## src/verilog/charger_pkg.sv

```systemverilog
// Shared constants and types for the charger configuration and LED register block
package charger_pkg;

  // Register offsets on the serial bus
  localparam logic [7:0] ADDR_REG_IRQ_ACK    = 8'h06;
  localparam logic [7:0] ADDR_CHARGER_CONFIG = 8'h07;
  localparam logic [7:0] ADDR_FIRST_LED_ON   = 8'h08;
  localparam logic [7:0] ADDR_FIRST_LED_PER  = 8'h09;
  localparam logic [7:0] ADDR_SECOND_LED_ON  = 8'h0A;
  localparam logic [7:0] ADDR_SECOND_LED_PER = 8'h0B;
  localparam logic [7:0] READ_UNMAPPED       = 8'h00;

  // Reset values
  localparam logic [7:0] RST_IRQ_ACK        = 8'h00;
  localparam logic [7:0] RST_CHARGER_CONFIG = 8'h1B;
  localparam logic [7:0] RST_LED            = 8'h00;

  // Charger configuration field positions
  localparam int CFG_AUTO_START_INHIBIT = 7;
  localparam int CFG_CHARGER_RESET      = 6;
  localparam int CFG_TIMER_ENABLE       = 5;
  localparam int CFG_CURRENT_MSB        = 4;
  localparam int CFG_CURRENT_LSB        = 3;
  localparam int CFG_USB_500MA          = 2;
  localparam int CFG_USB_ALLOWED        = 1;
  localparam int CFG_CHARGE_ENABLE      = 0;

  // LED register fields
  localparam int LED_SEL_BIT   = 7;
  localparam int LED_FIELD_MSB = 6;

  // LED modes (upper select bit, lower select bit)
  localparam logic [1:0] LED_MODE_CHARGER = 2'h0;
  localparam logic [1:0] LED_MODE_BLINK   = 2'h1;
  localparam logic [1:0] LED_MODE_OFF     = 2'h2;
  localparam logic [1:0] LED_MODE_ON      = 2'h3;

  // Constant current phase scaling, percent of the resistor-set maximum
  localparam logic [6:0] CURRENT_PCT_25  = 7'h19;
  localparam logic [6:0] CURRENT_PCT_50  = 7'h32;
  localparam logic [6:0] CURRENT_PCT_75  = 7'h4B;
  localparam logic [6:0] CURRENT_PCT_100 = 7'h64;

  // USB charge current limits in mA
  localparam logic [9:0] USB_LIMIT_LOW_MA  = 10'h064;
  localparam logic [9:0] USB_LIMIT_HIGH_MA = 10'h1F4;

  // Timing
  localparam int CLK_FREQ_HZ     = 40_000_000;
  localparam int ON_STEP_MS      = 10;
  localparam int PER_STEP_MS     = 100;
  localparam int TICK_CYCLES     = CLK_FREQ_HZ / 1000 * ON_STEP_MS;
  localparam int PER_STEP_TICKS  = PER_STEP_MS / ON_STEP_MS;
  localparam int BLINK_CNT_W     = 11;
  localparam int TICK_CNT_W      = 20;

  // Serial slave states
  typedef enum logic [3:0] {
    ST_IDLE     = 4'h0,
    ST_ADDR     = 4'h1,
    ST_ADDR_ACK = 4'h2,
    ST_PTR      = 4'h3,
    ST_PTR_ACK  = 4'h4,
    ST_WR       = 4'h5,
    ST_WR_ACK   = 4'h6,
    ST_RD       = 4'h7,
    ST_RD_ACK   = 4'h8
  } serial_state_e;

endpackage : charger_pkg

```

## src/verilog/charger_cfg_irq_ack_led_blink.sv

```systemverilog
// Serial-bus register block: regulator irq acknowledge, charger config, two LED drivers
`timescale 1ns/10ps
`default_nettype none
module charger_cfg_irq_ack_led_blink
  import charger_pkg::*;
#(
  parameter logic [6:0] DEVICE_ADDR = 7'h48,
  parameter int         TICK_LEN    = TICK_CYCLES
) (
  input  wire logic       i_sys_clk,
  input  wire logic       i_reset,
  // Serial bus pins
  input  wire logic       i_scl,
  input  wire logic       i_sda,
  output logic            o_sda_out,
  output logic            o_sda_oe,
  // Regulator interrupt path
  input  wire logic [7:0] i_regulator_status,
  input  wire logic [7:0] i_regulator_mask,
  input  wire logic [7:0] i_regulator_ack_req,
  output logic            o_int_out,
  output logic            o_int_oe,
  // Charger analog status
  input  wire logic       i_ac_valid,
  input  wire logic       i_usb_valid,
  input  wire logic       i_vcc_above_undervoltage_lockout,
  input  wire logic       i_taper_comparator,
  input  wire logic       i_taper_timer_done,
  input  wire logic       i_charger_led_on,
  // Charger controls
  output logic            o_force_on_mode,
  output logic            o_wait_mode_enable,
  output logic            o_charger_reset,
  output logic            o_charger_restart,
  output logic            o_timers_enable,
  output logic            o_taper_status,
  output logic [1:0]      o_current_scale,
  output logic [6:0]      o_current_percent,
  output logic [9:0]      o_usb_limit_ma,
  output logic            o_charge_from_ac,
  output logic            o_charge_from_usb,
  // LED open-drain pins
  output logic            o_first_led_out,
  output logic            o_first_led_oe,
  output logic            o_second_led_out,
  output logic            o_second_led_oe
);

  localparam int SYNC_W = 16;
  // Serial lines idle high, so their stages reset high and no false edge follows reset
  localparam logic [SYNC_W-1:0] SYNC_IDLE = 16'hC000;

  // Two-stage synchronisers for the serial pins and status inputs; mask and ack request are used unsynchronised
  logic [SYNC_W-1:0] sync1_q;
  logic [SYNC_W-1:0] sync2_q;
  logic              scl_s;
  logic              sda_s;
  logic              scl_prev_q;
  logic              sda_prev_q;
  logic [7:0]        status_s;
  logic              ac_s;
  logic              usb_s;
  logic              vcc_s;
  logic              taper_cmp_s;
  logic              taper_tmr_s;
  logic              chg_led_s;

  always_ff @(posedge i_sys_clk) begin
    if (i_reset) begin
      sync1_q <= SYNC_IDLE;
      sync2_q <= SYNC_IDLE;
    end else begin
      sync1_q <= {i_scl, i_sda, i_regulator_status, i_ac_valid, i_usb_valid,
                  i_vcc_above_undervoltage_lockout, i_taper_comparator, i_taper_timer_done,
                  i_charger_led_on};
      sync2_q <= sync1_q;
    end
  end

  assign scl_s       = sync2_q[15];
  assign sda_s       = sync2_q[14];
  assign status_s    = sync2_q[13:6];
  assign ac_s        = sync2_q[5];
  assign usb_s       = sync2_q[4];
  assign vcc_s       = sync2_q[3];
  assign taper_cmp_s = sync2_q[2];
  assign taper_tmr_s = sync2_q[1];
  assign chg_led_s   = sync2_q[0];

  // Bus line edges and conditions
  logic scl_rise;
  logic scl_fall;
  logic bus_start;
  logic bus_stop;

  always_ff @(posedge i_sys_clk) begin
    if (i_reset) begin
      scl_prev_q <= 1'b1;
      sda_prev_q <= 1'b1;
    end else begin
      scl_prev_q <= scl_s;
      sda_prev_q <= sda_s;
    end
  end

  assign scl_rise  = scl_s & ~scl_prev_q;
  assign scl_fall  = ~scl_s & scl_prev_q;
  assign bus_start = scl_s & scl_prev_q & sda_prev_q & ~sda_s;
  assign bus_stop  = scl_s & scl_prev_q & ~sda_prev_q & sda_s;

  // Register storage
  logic [7:0] irq_ack_q;
  logic [7:0] irq_ack_d;
  logic [7:0] cfg_q;
  logic [7:0] first_led_on_time_q;
  logic [7:0] first_led_period_q;
  logic [7:0] second_led_on_time_q;
  logic [7:0] second_led_period_q;

  // Serial slave
  serial_state_e state_q;
  serial_state_e state_d;
  logic [3:0]    bit_cnt_q;
  logic [3:0]    bit_cnt_d;
  logic [7:0]    shift_q;
  logic [7:0]    shift_d;
  logic [7:0]    rd_byte_q;
  logic [7:0]    rd_byte_d;
  logic [7:0]    ptr_q;
  logic [7:0]    ptr_d;
  logic          read_q;
  logic          read_d;
  logic          nack_q;
  logic          nack_d;
  logic          sda_drive_q;
  logic          sda_drive_d;
  logic          wr_stb;
  logic [7:0]    rd_data;
  logic          byte_done;

  assign byte_done = scl_fall & (bit_cnt_q == 4'h8);

  // Read multiplexer; unmapped offsets read as zero
  assign rd_data = (ptr_q == ADDR_REG_IRQ_ACK)    ? irq_ack_q  :
                   (ptr_q == ADDR_CHARGER_CONFIG) ? cfg_q      :
                   (ptr_q == ADDR_FIRST_LED_ON)   ? first_led_on_time_q  :
                   (ptr_q == ADDR_FIRST_LED_PER)  ? first_led_period_q :
                   (ptr_q == ADDR_SECOND_LED_ON)  ? second_led_on_time_q  :
                   (ptr_q == ADDR_SECOND_LED_PER) ? second_led_period_q : READ_UNMAPPED;

  always_comb begin
    state_d     = state_q;
    bit_cnt_d   = bit_cnt_q;
    shift_d     = shift_q;
    rd_byte_d   = rd_byte_q;
    ptr_d       = ptr_q;
    read_d      = read_q;
    nack_d      = nack_q;
    sda_drive_d = sda_drive_q;
    wr_stb      = 1'b0;
    if (bus_start) begin
      state_d     = ST_ADDR;
      bit_cnt_d   = 4'h0;
      sda_drive_d = 1'b0;
    end else if (bus_stop) begin
      state_d     = ST_IDLE;
      sda_drive_d = 1'b0;
    end else begin
      if (scl_rise && (state_q == ST_ADDR || state_q == ST_PTR || state_q == ST_WR)) begin
        shift_d   = {shift_q[6:0], sda_s};
        bit_cnt_d = bit_cnt_q + 4'h1;
      end
      case (state_q)
        ST_IDLE: begin
          sda_drive_d = 1'b0;
        end
        ST_ADDR: begin
          if (byte_done) begin
            if (shift_q[7:1] == DEVICE_ADDR) begin
              state_d     = ST_ADDR_ACK;
              read_d      = shift_q[0];
              sda_drive_d = 1'b1;
            end else begin
              state_d = ST_IDLE;
            end
          end
        end
        ST_ADDR_ACK: begin
          if (scl_fall) begin
            bit_cnt_d = 4'h0;
            if (read_q) begin
              state_d     = ST_RD;
              rd_byte_d   = rd_data;
              sda_drive_d = ~rd_data[7];
            end else begin
              state_d     = ST_PTR;
              sda_drive_d = 1'b0;
            end
          end
        end
        ST_PTR: begin
          if (byte_done) begin
            state_d     = ST_PTR_ACK;
            ptr_d       = shift_q;
            sda_drive_d = 1'b1;
          end
        end
        ST_PTR_ACK, ST_WR_ACK: begin
          if (scl_fall) begin
            state_d     = ST_WR;
            bit_cnt_d   = 4'h0;
            sda_drive_d = 1'b0;
          end
        end
        ST_WR: begin
          if (byte_done) begin
            state_d     = ST_WR_ACK;
            wr_stb      = 1'b1;
            ptr_d       = ptr_q + 8'h01;
            sda_drive_d = 1'b1;
          end
        end
        ST_RD: begin
          if (scl_rise) begin
            bit_cnt_d = bit_cnt_q + 4'h1;
          end
          if (byte_done) begin
            state_d     = ST_RD_ACK;
            ptr_d       = ptr_q + 8'h01;
            sda_drive_d = 1'b0;
          end else if (scl_fall) begin
            rd_byte_d   = {rd_byte_q[6:0], 1'b0};
            sda_drive_d = ~rd_byte_q[6];
          end
        end
        ST_RD_ACK: begin
          if (scl_rise) begin
            nack_d = sda_s;
          end
          if (scl_fall) begin
            bit_cnt_d = 4'h0;
            if (nack_q) begin
              state_d = ST_IDLE;
            end else begin
              state_d     = ST_RD;
              rd_byte_d   = rd_data;
              sda_drive_d = ~rd_data[7];
            end
          end
        end
        default: begin
          state_d     = ST_IDLE;
          sda_drive_d = 1'b0;
        end
      endcase
    end
  end

  always_ff @(posedge i_sys_clk) begin
    if (i_reset) begin
      state_q     <= ST_IDLE;
      bit_cnt_q   <= 4'h0;
      shift_q     <= 8'h00;
      rd_byte_q   <= 8'h00;
      ptr_q       <= 8'h00;
      read_q      <= 1'b0;
      nack_q      <= 1'b0;
      sda_drive_q <= 1'b0;
    end else begin
      state_q     <= state_d;
      bit_cnt_q   <= bit_cnt_d;
      shift_q     <= shift_d;
      rd_byte_q   <= rd_byte_d;
      ptr_q       <= ptr_d;
      read_q      <= read_d;
      nack_q      <= nack_d;
      sda_drive_q <= sda_drive_d;
    end
  end

  assign o_sda_out = 1'b0;
  assign o_sda_oe  = sda_drive_q;

  // Writable registers; the acknowledge register has no write path
  always_ff @(posedge i_sys_clk) begin
    if (i_reset) begin
      cfg_q      <= RST_CHARGER_CONFIG;
      first_led_on_time_q  <= RST_LED;
      first_led_period_q <= RST_LED;
      second_led_on_time_q  <= RST_LED;
      second_led_period_q <= RST_LED;
    end else if (wr_stb) begin
      if (ptr_q == ADDR_CHARGER_CONFIG) cfg_q <= shift_q;
      if (ptr_q == ADDR_FIRST_LED_ON) first_led_on_time_q <= shift_q;
      if (ptr_q == ADDR_FIRST_LED_PER) first_led_period_q <= shift_q;
      if (ptr_q == ADDR_SECOND_LED_ON) second_led_on_time_q <= shift_q;
      if (ptr_q == ADDR_SECOND_LED_PER) second_led_period_q <= shift_q;
    end
  end

  // Regulator interrupt: pending on unmasked rise, acknowledged per bit
  logic [7:0] status_prev_q;
  logic [7:0] pending_q;
  logic [7:0] pending_d;
  logic [7:0] status_rise;

  assign status_rise = status_s & ~status_prev_q;
  // Ack only takes while the condition stands; it drops with the condition
  assign irq_ack_d   = (irq_ack_q | (i_regulator_ack_req & ~pending_q & status_s) |
                        (i_regulator_ack_req & pending_q)) & status_s;
  // A new rise wins over an acknowledge in the same cycle
  assign pending_d   = (pending_q & ~i_regulator_ack_req & status_s) |
                       (status_rise & ~i_regulator_mask);

  always_ff @(posedge i_sys_clk) begin
    if (i_reset) begin
      status_prev_q <= 8'h00;
      pending_q     <= 8'h00;
      irq_ack_q     <= RST_IRQ_ACK;
      o_int_oe      <= 1'b0;
    end else begin
      status_prev_q <= status_s;
      pending_q     <= pending_d;
      irq_ack_q     <= irq_ack_d & ~status_rise;
      o_int_oe      <= |pending_d;
    end
  end

  assign o_int_out = 1'b0;

  // Charger control outputs
  logic       source_ok;
  logic       force_on_d;
  logic       usb_charge_ok;
  logic       restart_d;
  logic [6:0] pct_d;

  assign source_ok     = (ac_s | usb_s) & vcc_s;
  assign force_on_d    = ~cfg_q[CFG_AUTO_START_INHIBIT] & source_ok;
  assign usb_charge_ok = cfg_q[CFG_USB_ALLOWED];
  assign restart_d     = cfg_q[CFG_CHARGER_RESET] & ~o_charger_reset;
  assign pct_d = (cfg_q[CFG_CURRENT_MSB:CFG_CURRENT_LSB] == 2'h3) ? CURRENT_PCT_100 :
                 (cfg_q[CFG_CURRENT_MSB:CFG_CURRENT_LSB] == 2'h2) ? CURRENT_PCT_75  :
                 (cfg_q[CFG_CURRENT_MSB:CFG_CURRENT_LSB] == 2'h1) ? CURRENT_PCT_50  :
                                                                    CURRENT_PCT_25;

  always_ff @(posedge i_sys_clk) begin
    if (i_reset) begin
      o_force_on_mode    <= 1'b0;
      o_wait_mode_enable <= 1'b1;
      o_charger_reset    <= 1'b0;
      o_charger_restart  <= 1'b0;
      o_timers_enable    <= 1'b0;
      o_taper_status     <= 1'b0;
      o_current_scale    <= 2'h3;
      o_current_percent  <= CURRENT_PCT_100;
      o_usb_limit_ma     <= USB_LIMIT_LOW_MA;
      o_charge_from_ac   <= 1'b0;
      o_charge_from_usb  <= 1'b0;
    end else begin
      o_force_on_mode    <= force_on_d;
      o_wait_mode_enable <= ~force_on_d;
      o_charger_reset    <= cfg_q[CFG_CHARGER_RESET];
      o_charger_restart  <= restart_d;
      o_timers_enable    <= cfg_q[CFG_TIMER_ENABLE];
      o_taper_status     <= cfg_q[CFG_TIMER_ENABLE] ? taper_tmr_s : taper_cmp_s;
      o_current_scale    <= cfg_q[CFG_CURRENT_MSB:CFG_CURRENT_LSB];
      o_current_percent  <= pct_d;
      o_usb_limit_ma     <= (usb_charge_ok & cfg_q[CFG_USB_500MA]) ?
                            USB_LIMIT_HIGH_MA : USB_LIMIT_LOW_MA;
      o_charge_from_ac   <= cfg_q[CFG_CHARGE_ENABLE] & ac_s;
      o_charge_from_usb  <= cfg_q[CFG_CHARGE_ENABLE] & usb_charge_ok & usb_s &
                            ~ac_s;
    end
  end

  // 10 ms step tick shared by both LEDs
  logic [TICK_CNT_W-1:0] tick_cnt_q;
  logic                  tick;

  assign tick = (tick_cnt_q == TICK_CNT_W'(TICK_LEN - 1));

  always_ff @(posedge i_sys_clk) begin
    if (i_reset) begin
      tick_cnt_q <= '0;
    end else begin
      tick_cnt_q <= tick ? '0 : tick_cnt_q + 20'h00001;
    end
  end

  logic first_led_on;
  logic second_led_on;

  led_blinker #(
    .HAS_CHARGER_MODE (1'b1)
  ) u_first_led (
    .i_sys_clk    (i_sys_clk),
    .i_reset      (i_reset),
    .i_tick       (tick),
    .i_mode       ({first_led_on_time_q[LED_SEL_BIT], first_led_period_q[LED_SEL_BIT]}),
    .i_on_time    (first_led_on_time_q[LED_FIELD_MSB:0]),
    .i_period     (first_led_period_q[LED_FIELD_MSB:0]),
    .i_charger_on (chg_led_s),
    .o_led_on     (first_led_on)
  );

  led_blinker #(
    .HAS_CHARGER_MODE (1'b0)
  ) u_second_led (
    .i_sys_clk    (i_sys_clk),
    .i_reset      (i_reset),
    .i_tick       (tick),
    .i_mode       ({second_led_on_time_q[LED_SEL_BIT], second_led_period_q[LED_SEL_BIT]}),
    .i_on_time    (second_led_on_time_q[LED_FIELD_MSB:0]),
    .i_period     (second_led_period_q[LED_FIELD_MSB:0]),
    .i_charger_on (1'b0),
    .o_led_on     (second_led_on)
  );

  assign o_first_led_out  = 1'b0;
  assign o_first_led_oe   = first_led_on;
  assign o_second_led_out = 1'b0;
  assign o_second_led_oe  = second_led_on;

endmodule : charger_cfg_irq_ack_led_blink
`default_nettype wire

```

## src/verilog/led_blinker.sv

```systemverilog
// One LED output: mode select plus on-time / period blink timing
`timescale 1ns/10ps
`default_nettype none
module led_blinker
  import charger_pkg::*;
#(
  parameter bit HAS_CHARGER_MODE = 1'b1
) (
  input  wire logic       i_sys_clk,
  input  wire logic       i_reset,
  input  wire logic       i_tick,
  input  wire logic [1:0] i_mode,
  input  wire logic [6:0] i_on_time,
  input  wire logic [6:0] i_period,
  input  wire logic       i_charger_on,
  output logic            o_led_on
);

  logic [BLINK_CNT_W-1:0] cnt_q;
  logic [BLINK_CNT_W-1:0] cnt_d;
  logic [BLINK_CNT_W-1:0] on_ticks;
  logic [BLINK_CNT_W-1:0] per_ticks;
  logic                   led_d;
  logic                   blinking;
  logic                   period_end;

  // Field value 0 is one step; each step is one tick or ten ticks
  assign on_ticks   = {4'h0, i_on_time} + 11'h001;
  assign per_ticks  = BLINK_CNT_W'(({4'h0, i_period} + 11'h001) * PER_STEP_TICKS);
  assign blinking   = (i_mode == LED_MODE_BLINK);
  assign period_end = (cnt_q >= per_ticks - 11'h001);

  always_comb begin
    cnt_d = cnt_q;
    if (!blinking) begin
      cnt_d = '0;
    end else if (i_tick) begin
      cnt_d = period_end ? '0 : cnt_q + 11'h001;
    end
  end

  always_comb begin
    case (i_mode)
      LED_MODE_CHARGER: led_d = HAS_CHARGER_MODE ? i_charger_on : 1'b0;
      LED_MODE_BLINK:   led_d = (cnt_q < on_ticks);
      LED_MODE_OFF:     led_d = 1'b0;
      LED_MODE_ON:      led_d = 1'b1;
      default:          led_d = 1'b0;
    endcase
  end

  always_ff @(posedge i_sys_clk) begin
    if (i_reset) begin
      cnt_q    <= '0;
      o_led_on <= 1'b0;
    end else begin
      cnt_q    <= cnt_d;
      o_led_on <= led_d;
    end
  end

endmodule : led_blinker
`default_nettype wire

```

## config.mk

```make
export PLATFORM = sky130hd
export DESIGN_NAME = charger_cfg_irq_ack_led_blink
export DESIGN_NICKNAME = d
export VERILOG_FILES = /design/src/verilog/charger_pkg.sv /design/src/verilog/charger_cfg_irq_ack_led_blink.sv /design/src/verilog/led_blinker.sv
export SDC_FILE = /design/constraint.sdc
export NUM_CORES = 1
export LEC_CHECK = 0
export ABC_AREA = 1
export BUFFER_PORTS_ARGS = -buffer_cell sky130_fd_sc_hd__buf_2
export CORE_MARGIN = 2
export CORE_UTILIZATION = 55
export DETAILED_ROUTE_END_ITERATION = 6
export GPL_TIMING_DRIVEN = 0
export PLACE_DENSITY = 0.76
export SYNTH_ARGS = -nofsm -noshare
export SYNTH_HDL_FRONTEND = slang
export SYNTH_HIERARCHICAL = 1
export SYNTH_SLANG_ARGS = --single-unit
```

## constraint.sdc

```tcl
create_clock -name i_sys_clk -period 3.52 [get_ports i_sys_clk]
set_input_delay 0.704 -clock i_sys_clk [delete_from_list [all_inputs] [get_ports i_sys_clk]]
set_output_delay 0.704 -clock i_sys_clk [all_outputs]
set_load 0.03 [all_outputs]
```

# Word level (Yosys, flattened, before mapping)
# Cells that the tools add are included.
[classes]
addsub = 11
mul = 2
order_cmp = 4
n_eq_ne = 49
muxes = 56
n_bitwise = 49
reduce_logical = 34
[op_table]
columns = ["cell", "n"]
rows = [
  ["AND 8 bit", 9],
  ["multiplier 32 x 3 -> 10 bit, second input constant", 2],
  ["two-way mux 8 bit", 8],
  ["two-way mux 7 bit", 6],
  ["two-way mux 4 bit", 10],
  ["inverter 8 bit", 5],
  ["adder 7 x 1 -> 8 bit, second input constant", 4],
  ["== test 8 x 4 -> 1 bit, second input constant", 4],
  ["case mux 4 bit (8 select lines)", 1],
  ["!= test 4 bit, second input constant", 7],
  ["OR 8 bit", 3],
  ["AND reduction 8 bit", 3],
  ["adder 11 x 1 -> 11 bit, second input constant", 2],
  ["greater-or-equal comparator 11 bit", 2],
  ["less-than comparator 11 bit", 2],
  ["two-way mux 11 bit", 2],
  ["!= test 2 bit, second input constant", 11],
  ["subtractor 11 x 1 -> 11 bit, second input constant", 2],
  ["case mux 7 bit (3 select lines)", 1],
  ["adder 20 x 1 -> 20 bit, second input constant", 1],
  ["== test 20 x 19 -> 1 bit, second input constant", 1],
  ["OR reduction 2 bit", 9],
  ["two-way mux 1 bit", 17],
  ["AND 1 bit", 16],
  ["other kinds (37)", 77],
]
[totals]
regBits = 204
input_bits = 34
out_inout_bits = 35
word_cells = 244

# Depth between registers and ports, before layout
# Gate-level depths: netlist of run 1.
[logic_depth]
word_depth = 11
depth_mapped = 27
ltp_nobuf = 27

# Modules after synthesis
# Netlist of run 1, hierarchy kept.
[modules_own_cells]
columns = ["module", "n_inst", "cells_per_inst", "area_each_um2", "seq_area_each_um2"]
rows = [
  ["charger_cfg_irq_ack_led_blink", 1, 951, 7228.2, 3403.3],
  ["led_blinker at u_first_led", 1, 251, 1686.6, 240.2],
  ["led_blinker at u_second_led", 1, 245, 1682.9, 240.2],
]

# Worst setup path after synthesis of run 1
# OpenSTA, ideal clock, no wires.
[synth_timing]
path_type = "register to register"
start = "register second_led_period_q[0]"
end = "register u_second_led.cnt_q[10]"
setup_ps = 125
arrival_ps = 3583
t_required_ps = 3395
slack_ps = -188
path_stages_with_launch = 23
n_path_buf = 0
period_less_slack_ps = 3708
path_cell_list = "dfxtp_1 ha_1 nand2_1 inv_1 nand2_1 xor2_1 inv_1 ha_1 fa_1 nor2_1 nand4_1 nor2_1 nand3_1 o21ai_0 nand2_1 ha_1 nand2_1 nor2_1 nand3_1 nand3_1 nand2_1 nand2_1 nor2_1"
[synth_between]
elab_chain_len = 5
[synth_lines]
columns = ["item", "line_no", "rtl"]
rows = [
  ["start, declared", "charger_cfg_irq_ack_led_blink.sv:118", "logic [7:0] second_led_period_q;"],
  ["start signal, assigned", "charger_cfg_irq_ack_led_blink.sv:297", "if (ptr_q == ADDR_SECOND_LED_PER) second_led_period_q <= shift_q;"],
  ["adder 7 x 1 -> 8 bit", "led_blinker.sv:29", "assign per_ticks = BLINK_CNT_W'(({4'h0, i_period} + 11'h001) * PER_STEP_TICKS);"],
  ["multiplier 32 x 3 -> 10 bit", "led_blinker.sv:29", ""],
  ["subtractor 11 x 1 -> 11 bit", "led_blinker.sv:31", "assign period_end = (cnt_q >= per_ticks - 11'h001);"],
  ["greater-or-equal comparator 11 bit", "led_blinker.sv:31", ""],
  ["two-way mux 11 bit", "led_blinker.sv:38", "cnt_d = period_end ? '0 : cnt_q + 11'h001;"],
  ["end signal, assigned", "led_blinker.sv:57", "cnt_q <= cnt_d;"],
  ["end, declared", "led_blinker.sv:19", "logic [BLINK_CNT_W-1:0] cnt_q;"],
]
# No other way between the ends.
# A chain may end at the register's enable or synchronous reset.

# Final worst setup path of run 1
[layout_timing]
start = "register second_led_period_q[0]"
end = "register u_second_led.cnt_q[8]"
# Same word-level chain as after synthesis.

==> results.md, run 1 <==
- Status: finished, violations left
- Failing checks: negative setup slack
- DR vias/cell: 5.211
- Post-CTS Hold Fix Bufs: 0
- FF+latch count, synth: 194
- Leakage: 5.623 nW
- Post-synth top flop: dfxtp_1
- Vias in the first global route: 9091
- Final Critical Period: 3592 ps
- Core area: 0.01883 mm²
- Crit Path Max Fanout: 6
- Synth Cell Area: 0.01060 mm²
- # rows: 50
- FFs w/ async S/R, synth: 0%
- Final Hold Viols: 0
- Setup TNS: -847.5 ps
- Num ports: 69
- Top cell type's share of synthesized area: 36.65%
- H-tree levels: 4
- Yosys cell types: 50
- Total Wirelength: 25.56 mm
- Drt drc: 0
- RSZ-0062 raised after global routing: true
- Pin slew with the least headroom to its limit: 1193 ps
- Final Max Slew Viols: 0
- VDD IR-drop max: 0.0003777 V
- Register area share after synthesis: 36.65%
- Vias post-DR: 9526
- Largest area contributor in the netlist: dfxtp_1
- Die area: 0.02039 mm²
- Worst Clk Skew: 10.17 ps
- Clk slew on worst S/H paths: 80 ps
- Insertion delay to the later sink of the worst-skew pair: 440 ps
- Critical Path Start Type: flip-flop
- Top cells by area, synth: dfxtp_1, nand2_1, ha_1
- R2R setup slack: -70 ps
- CTS tree: yes
- Post-route setup slack: -71.99 ps
- Layout cells sized above 1: 20.66%
- Initial Utilization: 56.28%
- Number of DRC markers in iteration 0: 585
- Initial antenna violation count: 0
- Worst Path Required: 3860 ps
- Power, Total: 4.842 mW
- Gpl congestion: 0.8926
- Dominant cell by count in the synthesized netlist: nand2_1
- GRT Total Usage: 25.58%
- P&R area growth vs syn: 18.94%
- Largest net degree at the start of global routing: 22
- I/O Buffers: 57
- Post-route ant nets: 0
- Final core utilization: 66.94%
- Critical Path Sink Type: flip-flop
- Maximum clock rate: 278.4 MHz
- Post-route clock period utilization: 102.0%
- Diodes inserted: 0
- Nets: 1668
- Power Density: 384.1 mW/mm²
- Pre-CTS WS: -417.7 ps
- Post-synth top cells: nand2_1, dfxtp_1, nor2_1
- Mapped Cells: 1447
- CTS root buf: clkbuf_16
- CTS Sinks: 194
- Critical path arrival: 3930 ps
- Ys Warns: 6
- GRT Residual Overflow: 0
- Die X: 142.8 µm
- Endpoints failing setup: 20
- Fill count: 1526
- Syn avg cell area: 7.324 µm²
- First-pass GRT wire length: 42.19 mm
- Final HPWL DP: 18.24 mm
- Crit Path Category: reg -> reg
- EDFF count, synth: 0
- Die H: 142.8 µm
- Max-capacitance violation count: 0
- DR WL/cell: 13.98 µm
- Hold WC Path Type: reg -> reg
- Num CTS Buffers: 17
- Slew margin rel.: 20.18%
- CTS Buffer Depth: 2
- Hold slack: 402.5 ps
- DR pass1 iterations: 5
where the power goes:
part	internal (mW)	switching (mW)
logic	0.191	0.368
registers	2.26	0.0492
clock network	0.968	1.01
total	3.42	1.43
path summary, 6_finish.rpt:
kind                          startpoint               endpoint  cells past startpoint
hold / removal               sync1_q[10]            sync2_q[10]                      2
hold reg to reg              sync1_q[10]            sync2_q[10]                      2
setup reg to reg  second_led_period_q[0]  u_second_led/cnt_q[8]                     22
setup / recovery  second_led_period_q[0]  u_second_led/cnt_q[8]                     22
cells by family (layout without fill, tap and decap cells):
| logic type | after synthesis | in the layout | share of synthesized area [%] |
|---|---|---|---|
| simple gates | 656 | 658 | 28.70 |
| buf+inv | 232 | 342 | 9.067 |
| flops | 194 | 194 | 36.65 |
| compound gates | 233 | 233 | 11.83 |
| xor+xnor | 51 | 51 | 4.215 |
| fa+ha+maj | 79 | 79 | 9.469 |
| other cells | 2 | 11 | 0.07086 |
cells in the final DEF (no fill, tap or decap), types with 29 or more instances in the layout:
master,Yosys,routed
buf_4,20,40
ha_1,77,60
nor3_1,39,37
xor2_1,32,29
nor2_1,175,156
o21ai_0,61,59
a21oi_1,117,112
nand2_1,265,245
buf_2,4,61
nand3_1,62,55
dfxtp_1,194,185
inv_1,161,158
registers in the layout (all words and copies together), names as in the netlist, 2 cells and up:
name and flops:
irq_ack_q 8, u_second_led/cnt_q 11, sync1_q 16, shift_q 8, tick_cnt_q 20, o_current_percent 6
o_current_scale 2, pending_q 8, sync2_q 16, rd_byte_q 7, ptr_q 8, cfg_q 8
first_led_period_q 8, second_led_on_time_q 8, state_q 4, bit_cnt_q 4, u_first_led/cnt_q 11, status_prev_q 8
second_led_period_q 8, first_led_on_time_q 8
final cells by class:
class                   instances  area, µm²  area share (%)
plain buffers                  44      252.7           2.005
clock inverters                15      173.9           1.380
repair buffers                 78      455.4           3.613
well taps                     260      325.3           2.581
multi-input cells            1032       6356           50.43
flip-flops and latches        194       3908           31.00
inverters                     188      708.2           5.618
clock buffers                  17      425.4           3.375
worst max-delay path, cell delays in order, from the launching register on:
cell	delay, ps
dfxtp_4	410
ha_4	170
nand2_4	60
inv_2	60
nand2_2	60
xor2_2	200
inv_2	80
ha_4	280
fa_2	440
nor2_2	130
nand4_1	160
nor2_2	170
nand3_2	100
o21ai_2	130
nand2_2	80
ha_4	290
nand2_4	50
nor2_4	120
nand3_2	90
nand3_2	100
nand2_4	90
nand2_8	160
nor2_2	50
routing by layer:
| metal | vias up | track usage [%] | wire (µm) |
|---|---|---|---|
| li1 | 4904 | - | - |
| met1 | 4343 | 32.11 | 11420 |
| met2 | 231 | 44.26 | 12280 |
| met3 | 48 | 4.494 | 1295 |
| met4 | 0 | 8.963 | 567 |
| met5 | - | 0 | 0 |
per-stage QoR:
| step | area, µm² | cells |
|---|---|---|
| 3_3_place_gp | 11260 | 1773 |
| 5_1_grt | 12600 | 1828 |
| 3_5_place_dp | 11260 | 1773 |
| 4_1_cts | 12170 | 1817 |
| 6_report | 12600 | 1828 |
| 2_1_floorplan | 10650 | 1456 |
what timing repair did:
item                                    4_1_cts  5_1_grt
cloned                                        2        0
buffers inserted                             10       12
pin swaps                                    40       48
endpoints found under the setup margin       22       22
resized for setup                            51       72
(Power assumes the default switching activity.)
==> run 2, diff against run 1 <==
--- a/config.mk
+++ b/config.mk
@@ -9,7 +9,9 @@
 export BUFFER_PORTS_ARGS = -buffer_cell sky130_fd_sc_hd__buf_2
 export CORE_MARGIN = 2
 export CORE_UTILIZATION = 55
+export CTS_BUF_LIST = sky130_fd_sc_hd__clkbuf_16
 export DETAILED_ROUTE_END_ITERATION = 6
+export GPL_ROUTABILITY_DRIVEN = 0
 export GPL_TIMING_DRIVEN = 0
 export PLACE_DENSITY = 0.76
 export SYNTH_ARGS = -nofsm -noshare
==> run 2 against run 1 <==
  * The flow still finishes with violations (negative setup slack)
  * Worst hold slack got worse by 2.1 ps
  * Core utilization increased by 1.0 points
  * Largest cell class unchanged
  * Flip-flop and latch count unchanged
  * Non-clock buffer count increased by 17
  * Critical path depth decreased by 3
  * Critical endpoint is now u_second_led/cnt_q[10]
  * Die area unchanged
  * Register-to-register slack got worse by 80 ps
  * Clock skew increased by 3.6 ps
  * Cell area increased by 1.5%
  * Worst setup slack got worse by 81 ps
  * Critical path type unchanged
==> results.md, run 2 (same netlist as run 1, synthesis figures left out) <==
- Critical path's largest stage delay: 480 ps (+40 ps)
- Hold WC Path Type: reg -> reg
- Vias post-DR: 9751 (+2.4%)
- Fin area: 0.01279 mm² (+1.5%)
- Post-route ant nets: 0 (unchanged)
- Drt drc: 0 (unchanged)
- P&R area growth vs syn: 20.73%
- DR WL/cell: 14.22 µm (+1.7%)
- Number of DRC markers in iteration 0: 741 (+27%)
- Insertion delay to the later sink of the worst-skew pair: 450 ps (about the same)
- Worst Path Required: 3900 ps (+40 ps)
- Slew margin rel.: 17.11% (-3.1 points)
- RSZ-0062 raised after global routing: true
- Nets: 1685 (+1.0%)
- Maximum clock rate: 272.2 MHz (-2.2%)
- Post-CTS Hold Fix Bufs: 0 (unchanged)
- Met3 WL: 1.476 mm (+14%)
- Final Max Slew Viols: 0 (unchanged)
- Final HPWL DP: 18.15 mm (-0.46%)
- H-tree levels: 4 (unchanged)
- WL met2: 12.55 mm (+2.3%)
- Layout cells sized above 1: 22.15% (+1.5 points)
- Total Wirelength: 26.24 mm (+2.6%)
- CTS Buffer Depth: 2 (unchanged)
- Post-route clock period utilization: 104.4% (+2.3 points)
- Pin slew with the least headroom to its limit: 1239 ps (+45.81 ps)
- Final core utilization: 67.95% (+1.0 points)
- DR vias/cell: 5.285 (+1.4%)
- Critical path's slowest cell: fa_2
- # rows: 50 (unchanged)
- Max-capacitance violation count: 0 (unchanged)
- Critical Path, Cell by Cell: ha_4, buf_4, nor2_1, nor2_1, ha_4, fa_2, nor2_4, nand4_1, nor2_2, buf_4, nand2_4, xnor2_2, ha_1, a21oi_2, o21a_1, nand3_2, nand2_4, nand2_8, nor2_4
- CTS Sinks: 194 (unchanged)
- Top layer in use: met4
- CTS root buf: clkbuf_16
- Endpoints failing setup: 21 (+5.0%)
- Die H: 142.8 µm (unchanged)
- Largest net degree at the start of global routing: 23 (+4.5%)
- GRT Total Usage: 25.53% (-0.043 points)
- Power Density: 381.1 mW/mm² (-0.79%)
- GRT Residual Overflow: 0 (unchanged)
- Final Critical Period: 3673 ps (+81.42 ps)
- Sequential standard cell area: 0.003915 mm² (+0.19%)
- Core area: 0.01883 mm² (unchanged)
- Status: finished, violations left
- Die area: 0.02039 mm² (unchanged)
- Crit Path Category: reg -> reg
- Power, Total: 4.876 mW (+0.70%)
- DR pass1 iterations: 6 (+1)
- Placed inst area: 0.01126 mm² (unchanged)
- Initial Utilization: 56.28% (unchanged)
- Initial antenna violation count: 1 (+1)
- Die X: 142.8 µm (unchanged)
- Footprint of the multi-input gates: 0.006380 mm² (+0.37%)
- Diodes inserted: 0 (unchanged)
- Crit Path Max Fanout: 5 (-1)
- Register bank with the most flops: tick_cnt_q
- Num ports: 69 (unchanged)
- Num CTS Buffers: 17 (unchanged)
- Worst Clk Skew: 13.76 ps (+3.589 ps)
- Vias in the first global route: 9018 (-0.80%)
- Max FFs per register: 20 (unchanged)
- Largest registers: tick_cnt_q (20), sync1_q (16), sync2_q (16)
- Leakage: 5.753 nW (+2.3%)
- Commonest non-fill, non-tap cell in the layout: nand2_1
- Critical Path Start Type: flip-flop
- Final Hold Viols: 0 (unchanged)
- VDD IR-drop max: 0.0003970 V (+5.1%)
- Fill count: 1512 (-0.92%)
- Failing checks: negative setup slack
- CTS tree: yes
- First-pass GRT wire length: 41.96 mm (-0.56%)
- Critical path arrival: 4060 ps (+130 ps)
- Critical Path Sink Type: flip-flop
- Post-route setup slack: -153.4 ps (-81.42 ps)
- Most frequent cells in the layout: nand2_1, dfxtp_1, inv_1, nor2_1, a21oi_1
- I/O Buffers: 57 (unchanged)
- Clk slew on worst S/H paths: 80 ps (about the same)
- Setup TNS: -1775 ps (-927.2 ps)
- M1 wire length: 11.50 mm (+0.71%)
## run 2: cell types whose count changed in the layout (fill, tap and decap cells not counted), moves of 3 or more
| cell | previous run | this run |
|---|---|---|
| buf_4 | 40 | 56 |
| nor2_1 | 156 | 149 |
| nor2_2 | 28 | 32 |
| ha_4 | 17 | 14 |
| nor2_4 | 14 | 17 |
## run 2: worst max-delay path, delay by kind of cell, from the launching register on
family                   cells  cell delay [ps]
AO/OA/AOI/OAI                2              280
XOR/XNOR                     1              130
adder cells (fa/ha/maj)      4             1250
buffers and inverters        2              250
flip-flops                   1              410
AND/OR/NAND/NOR             10             1270
## run 2: final timing paths
kind                                              from                endpoint  slack (ps)  cells after the start
worst min-delay path                        sync1_q[7]              sync2_q[7]         400                      2
worst max-delay path            second_led_period_q[0]  u_second_led/cnt_q[10]        -150                     19
worst min register to register              sync1_q[7]              sync2_q[7]         400                      2
worst max register to register  second_led_period_q[0]  u_second_led/cnt_q[10]        -150                     19
## run 2: metrics by stage
| step | hold slack, ps | setup WS [ps] | instances |
|---|---|---|---|
| final | 400.5 | -153.4 | 1845 |
| after CTS | 404.1 | 0.1732 | 1832 |
| after global placement | 390.3 | -355.4 | 1773 |
| after global routing | 420.8 | -255.3 | 1845 |
| after floorplan | 388.3 | -0.4712 | 1456 |
| after detailed placement | 393.0 | -470.2 | 1773 |
## run 2: layout make-up
cell class | instances | area share (%)
tap | 260 | 2.543
clock buffer | 17 | 3.325
timing repair buffer | 95 | 4.586
clock inverter | 15 | 1.555
buffer | 44 | 1.975
inverter | 188 | 5.554
multi-input combinational | 1032 | 49.86
sequential | 194 | 30.60
## run 2: what timing repair did
| item | 4_1_cts | 5_1_grt |
|---|---|---|
| endpoints found under the setup margin | 22 | 22 |
| gates cloned | 2 | 0 |
| pin swaps | 40 | 44 |
| buffers inserted | 25 | 13 |
| gates resized for setup | 55 | 85 |
## run 2: power breakdown
| part | switching, mW | leakage (nW) | internal, mW |
|---|---|---|---|
| clock | 1.03 | 0.302 | 0.986 |
| combinational | 0.366 | 3.87 | 0.191 |
| sequential | 0.0466 | 1.58 | 2.26 |
| total | 1.44 | 5.75 | 3.43 |
## run 2: routing by layer
layer,track usage (%),vias to the layer above
li1,-,4930
met1,31.86,4500
met2,43.75,269
met3,5.164,52
met4,9.276,0
met5,0,-
==> run 3, diff against run 2 <==
==> constraint.sdc (replaced) <==
create_clock -name i_sys_clk -period 3.35 [get_ports i_sys_clk]
set_input_delay 0.67 -clock i_sys_clk [delete_from_list [all_inputs] [get_ports i_sys_clk]]
set_output_delay 0.67 -clock i_sys_clk [all_outputs]
set_load 0.03 [all_outputs]
==> run 3 against run 2 <==
  * The flow still finishes with violations (negative setup slack)
  * Clock-buffer cell count unchanged
  * Highest routed layer unchanged
  * Register-to-register slack worse by 150 ps
  * Total power up 4.9%
  * Largest power group unchanged
  * Clock skew up 2.0 ps
  * Clock power up 4%
  * Non-clock buffer count down 14
==> results.md, run 3 (same netlist as run 1, synthesis figures left out) <==
- Total Wirelength: 25.99 mm (-0.95%)
- Register bank with the most flops: tick_cnt_q
- First-pass GRT wire length: 42.39 mm (+1.0%)
- Final core utilization: 66.98% (-0.97 points)
- GRT Total Usage: 25.74% (+0.20 points)
- Final HPWL DP: 18.13 mm (-0.11%)
- I/O Buffers: 57 (unchanged)
- Final Critical Period: 3652 ps (-21.10 ps)
- Most frequent cells in the layout: nand2_1, dfxtp_1, inv_1, nor2_1, a21oi_1
- GRT Residual Overflow: 0 (unchanged)
- Num CTS Buffers: 17 (unchanged)
- P&R area growth vs syn: 19.01%
- Critical path's largest stage delay: 500 ps (+20 ps)
- Num ports: 69 (unchanged)
- Critical path's slowest cell: fa_2
- Commonest non-fill, non-tap cell in the layout: nand2_1
- Placed inst area: 0.01131 mm² (+0.43%)
- Setup TNS: -4492 ps (-2718 ps)
- CTS Sinks: 194 (unchanged)
- Placed cell count: 1773 (unchanged)
- Post-route clock period utilization: 109.0% (+4.7 points)
- CTS Buffer Depth: 2 (unchanged)
- Worst Path Required: 3710 ps (-190 ps)
- RSZ-0062 raised after global routing: true
- CTS root buf: clkbuf_16
- Worst Clk Skew: 15.73 ps (+1.974 ps)
- Post-Layout Cell Count: 1831 (-0.76%)
- Vias in the first global route: 9083 (+0.72%)
- Crit Path Category: reg -> reg
- DR vias/cell: 5.297 (+0.22%)
- Drt drc: 0 (unchanged)
- Layout cells sized above 1: 20.56% (-1.6 points)
- Crit Path Max Fanout: 5 (unchanged)
- Nets: 1671 (-0.83%)
- Insertion delay to the later sink of the worst-skew pair: 440 ps (about the same)
- Power Density: 405.4 mW/mm² (+6.4%)
- Hold WC Path Type: reg -> reg
- Diodes inserted: 0 (unchanged)
- Core area: 0.01883 mm² (unchanged)
- Vias post-DR: 9698 (-0.54%)
- Die H: 142.8 µm (unchanged)
- Largest net degree at the start of global routing: 23 (unchanged)
- Die area: 0.02039 mm² (unchanged)
- Fin area: 0.01261 mm² (-1.4%)
- Maximum clock rate: 273.8 MHz (+0.58%)
- Critical Path Start Type: flip-flop
- Post-CTS Hold Fix Bufs: 0 (unchanged)
- DR pass1 iterations: 5 (-1)
- Final Max Slew Viols: 0 (unchanged)
- Failing checks: negative setup slack
- Critical Path, Cell by Cell: nand3_4, xnor2_2, ha_1, ha_4, fa_2, nor2_4, nand4_1, nor2_2, nand3_2, nor2_1, nand2_1, nand2_2, ha_4, a21oi_2, o21a_1, nand3_2, nand2_4, nand2_4, nor2_1
- DR WL/cell: 14.19 µm (-0.20%)
- Leakage: 5.682 nW (-1.2%)
- Pin slew with the least headroom to its limit: 1262 ps (+23.00 ps)
- CTS tree: yes
- Post-route setup slack: -302.3 ps (-148.9 ps)
- Fill count: 1527 (+0.99%)
- Post-route ant nets: 0 (unchanged)
- Endpoints failing setup: 21 (unchanged)
- Max FFs per register: 20 (unchanged)
- Die X: 142.8 µm (unchanged)
- Slew margin rel.: 15.58% (-1.5 points)
- Sequential standard cell area: 0.003914 mm² (about the same)
- Initial Utilization: 56.28% (unchanged)
- H-tree levels: 4 (unchanged)
- CP Buf/Inv Count: 0 (-2)
- Status: finished, violations left
- Clk slew on worst S/H paths: 80 ps (about the same)
- Footprint of the multi-input gates: 0.006305 mm² (-1.2%)
- Critical Path Sink Type: flip-flop
- # rows: 50 (unchanged)
- Initial antenna violation count: 0 (-1)
- Largest registers: tick_cnt_q (20), sync1_q (16), sync2_q (16)
- Critical path arrival: 4010 ps (-50 ps)
- VDD IR-drop max: 0.0003722 V (-6.3%)
- Number of DRC markers in iteration 0: 663 (-11%)
- Max-capacitance violation count: 0 (unchanged)
- Delay-heaviest family, CP: simple AND/OR/NAND/NOR gates
- Final Hold Viols: 0 (unchanged)
-- run 3: cell types whose count changed in the layout (fill, tap and decap cells not counted), sizes merged --
cell	delta
buf	-14
-- run 3: through the flow --
step	setup slack, ps	power (mW)	hold slack (ps)
2_1_floorplan	1.337	2.918	388.3
3_3_place_gp	-430.1	3.040	389.4
3_5_place_dp	-465.5	3.058	393.8
4_1_cts	-194.9	5.125	401.8
5_1_grt	-482.5	5.312	409.3
6_report	-302.3	5.113	403.2
-- run 3: metal layers --
layer  track usage (%)  routed length (µm)  share of wire, %
met5                 0                   0                 0
met4             8.911                 710               2.7
met3             4.795                1398               5.4
met2             43.98               12250                47
met1             32.64               11630                45
-- run 3: worst paths after layout --
path	start	endpoint	slack [ps]	depth (start not counted)
worst min register to register	sync1_q[1]	sync2_q[1]	400	2
worst min-delay path	sync1_q[1]	sync2_q[1]	400	2
worst max register to register	second_led_period_q[0]	u_second_led/cnt_q[8]	-300	19
worst max-delay path	second_led_period_q[0]	u_second_led/cnt_q[8]	-300	19
-- run 3: timing repair --
action                     4_1_cts  5_1_grt
pin swaps                       36       39
gates cloned                     2        0
setup buffers                   17        7
gates resized for setup         45       61
setup endpoints to repair       22       22
-- run 3: worst reg2reg max path, cell delays in order (launching register included) --
cell	delay, ps
dfxtp_4	420
nand3_4	120
xnor2_2	220
ha_1	290
ha_4	190
fa_2	500
nor2_4	120
nand4_1	150
nor2_2	200
nand3_2	100
nor2_1	140
nand2_1	120
nand2_2	100
ha_4	220
a21oi_2	130
o21a_1	160
nand3_2	90
nand2_4	100
nand2_4	90
nor2_1	140
-- run 3: where the power goes --
| part | switching, mW | leakage (nW) | internal (mW) | total (mW) |
|---|---|---|---|---|
| clock | 1.07 | 0.299 | 1.03 | 2.10 |
| sequential | 0.0514 | 1.58 | 2.37 | 2.42 |
| combinational | 0.395 | 3.80 | 0.200 | 0.595 |
-- run 3: final cells by class --
type | instances | area share [%]
buffer | 44 | 2.004
clock buffer | 17 | 3.373
clock inverter | 15 | 1.518
inverter | 188 | 5.615
multi-input combinational | 1032 | 49.99
sequential | 194 | 31.03
tap | 260 | 2.579
timing repair buffer | 81 | 3.889
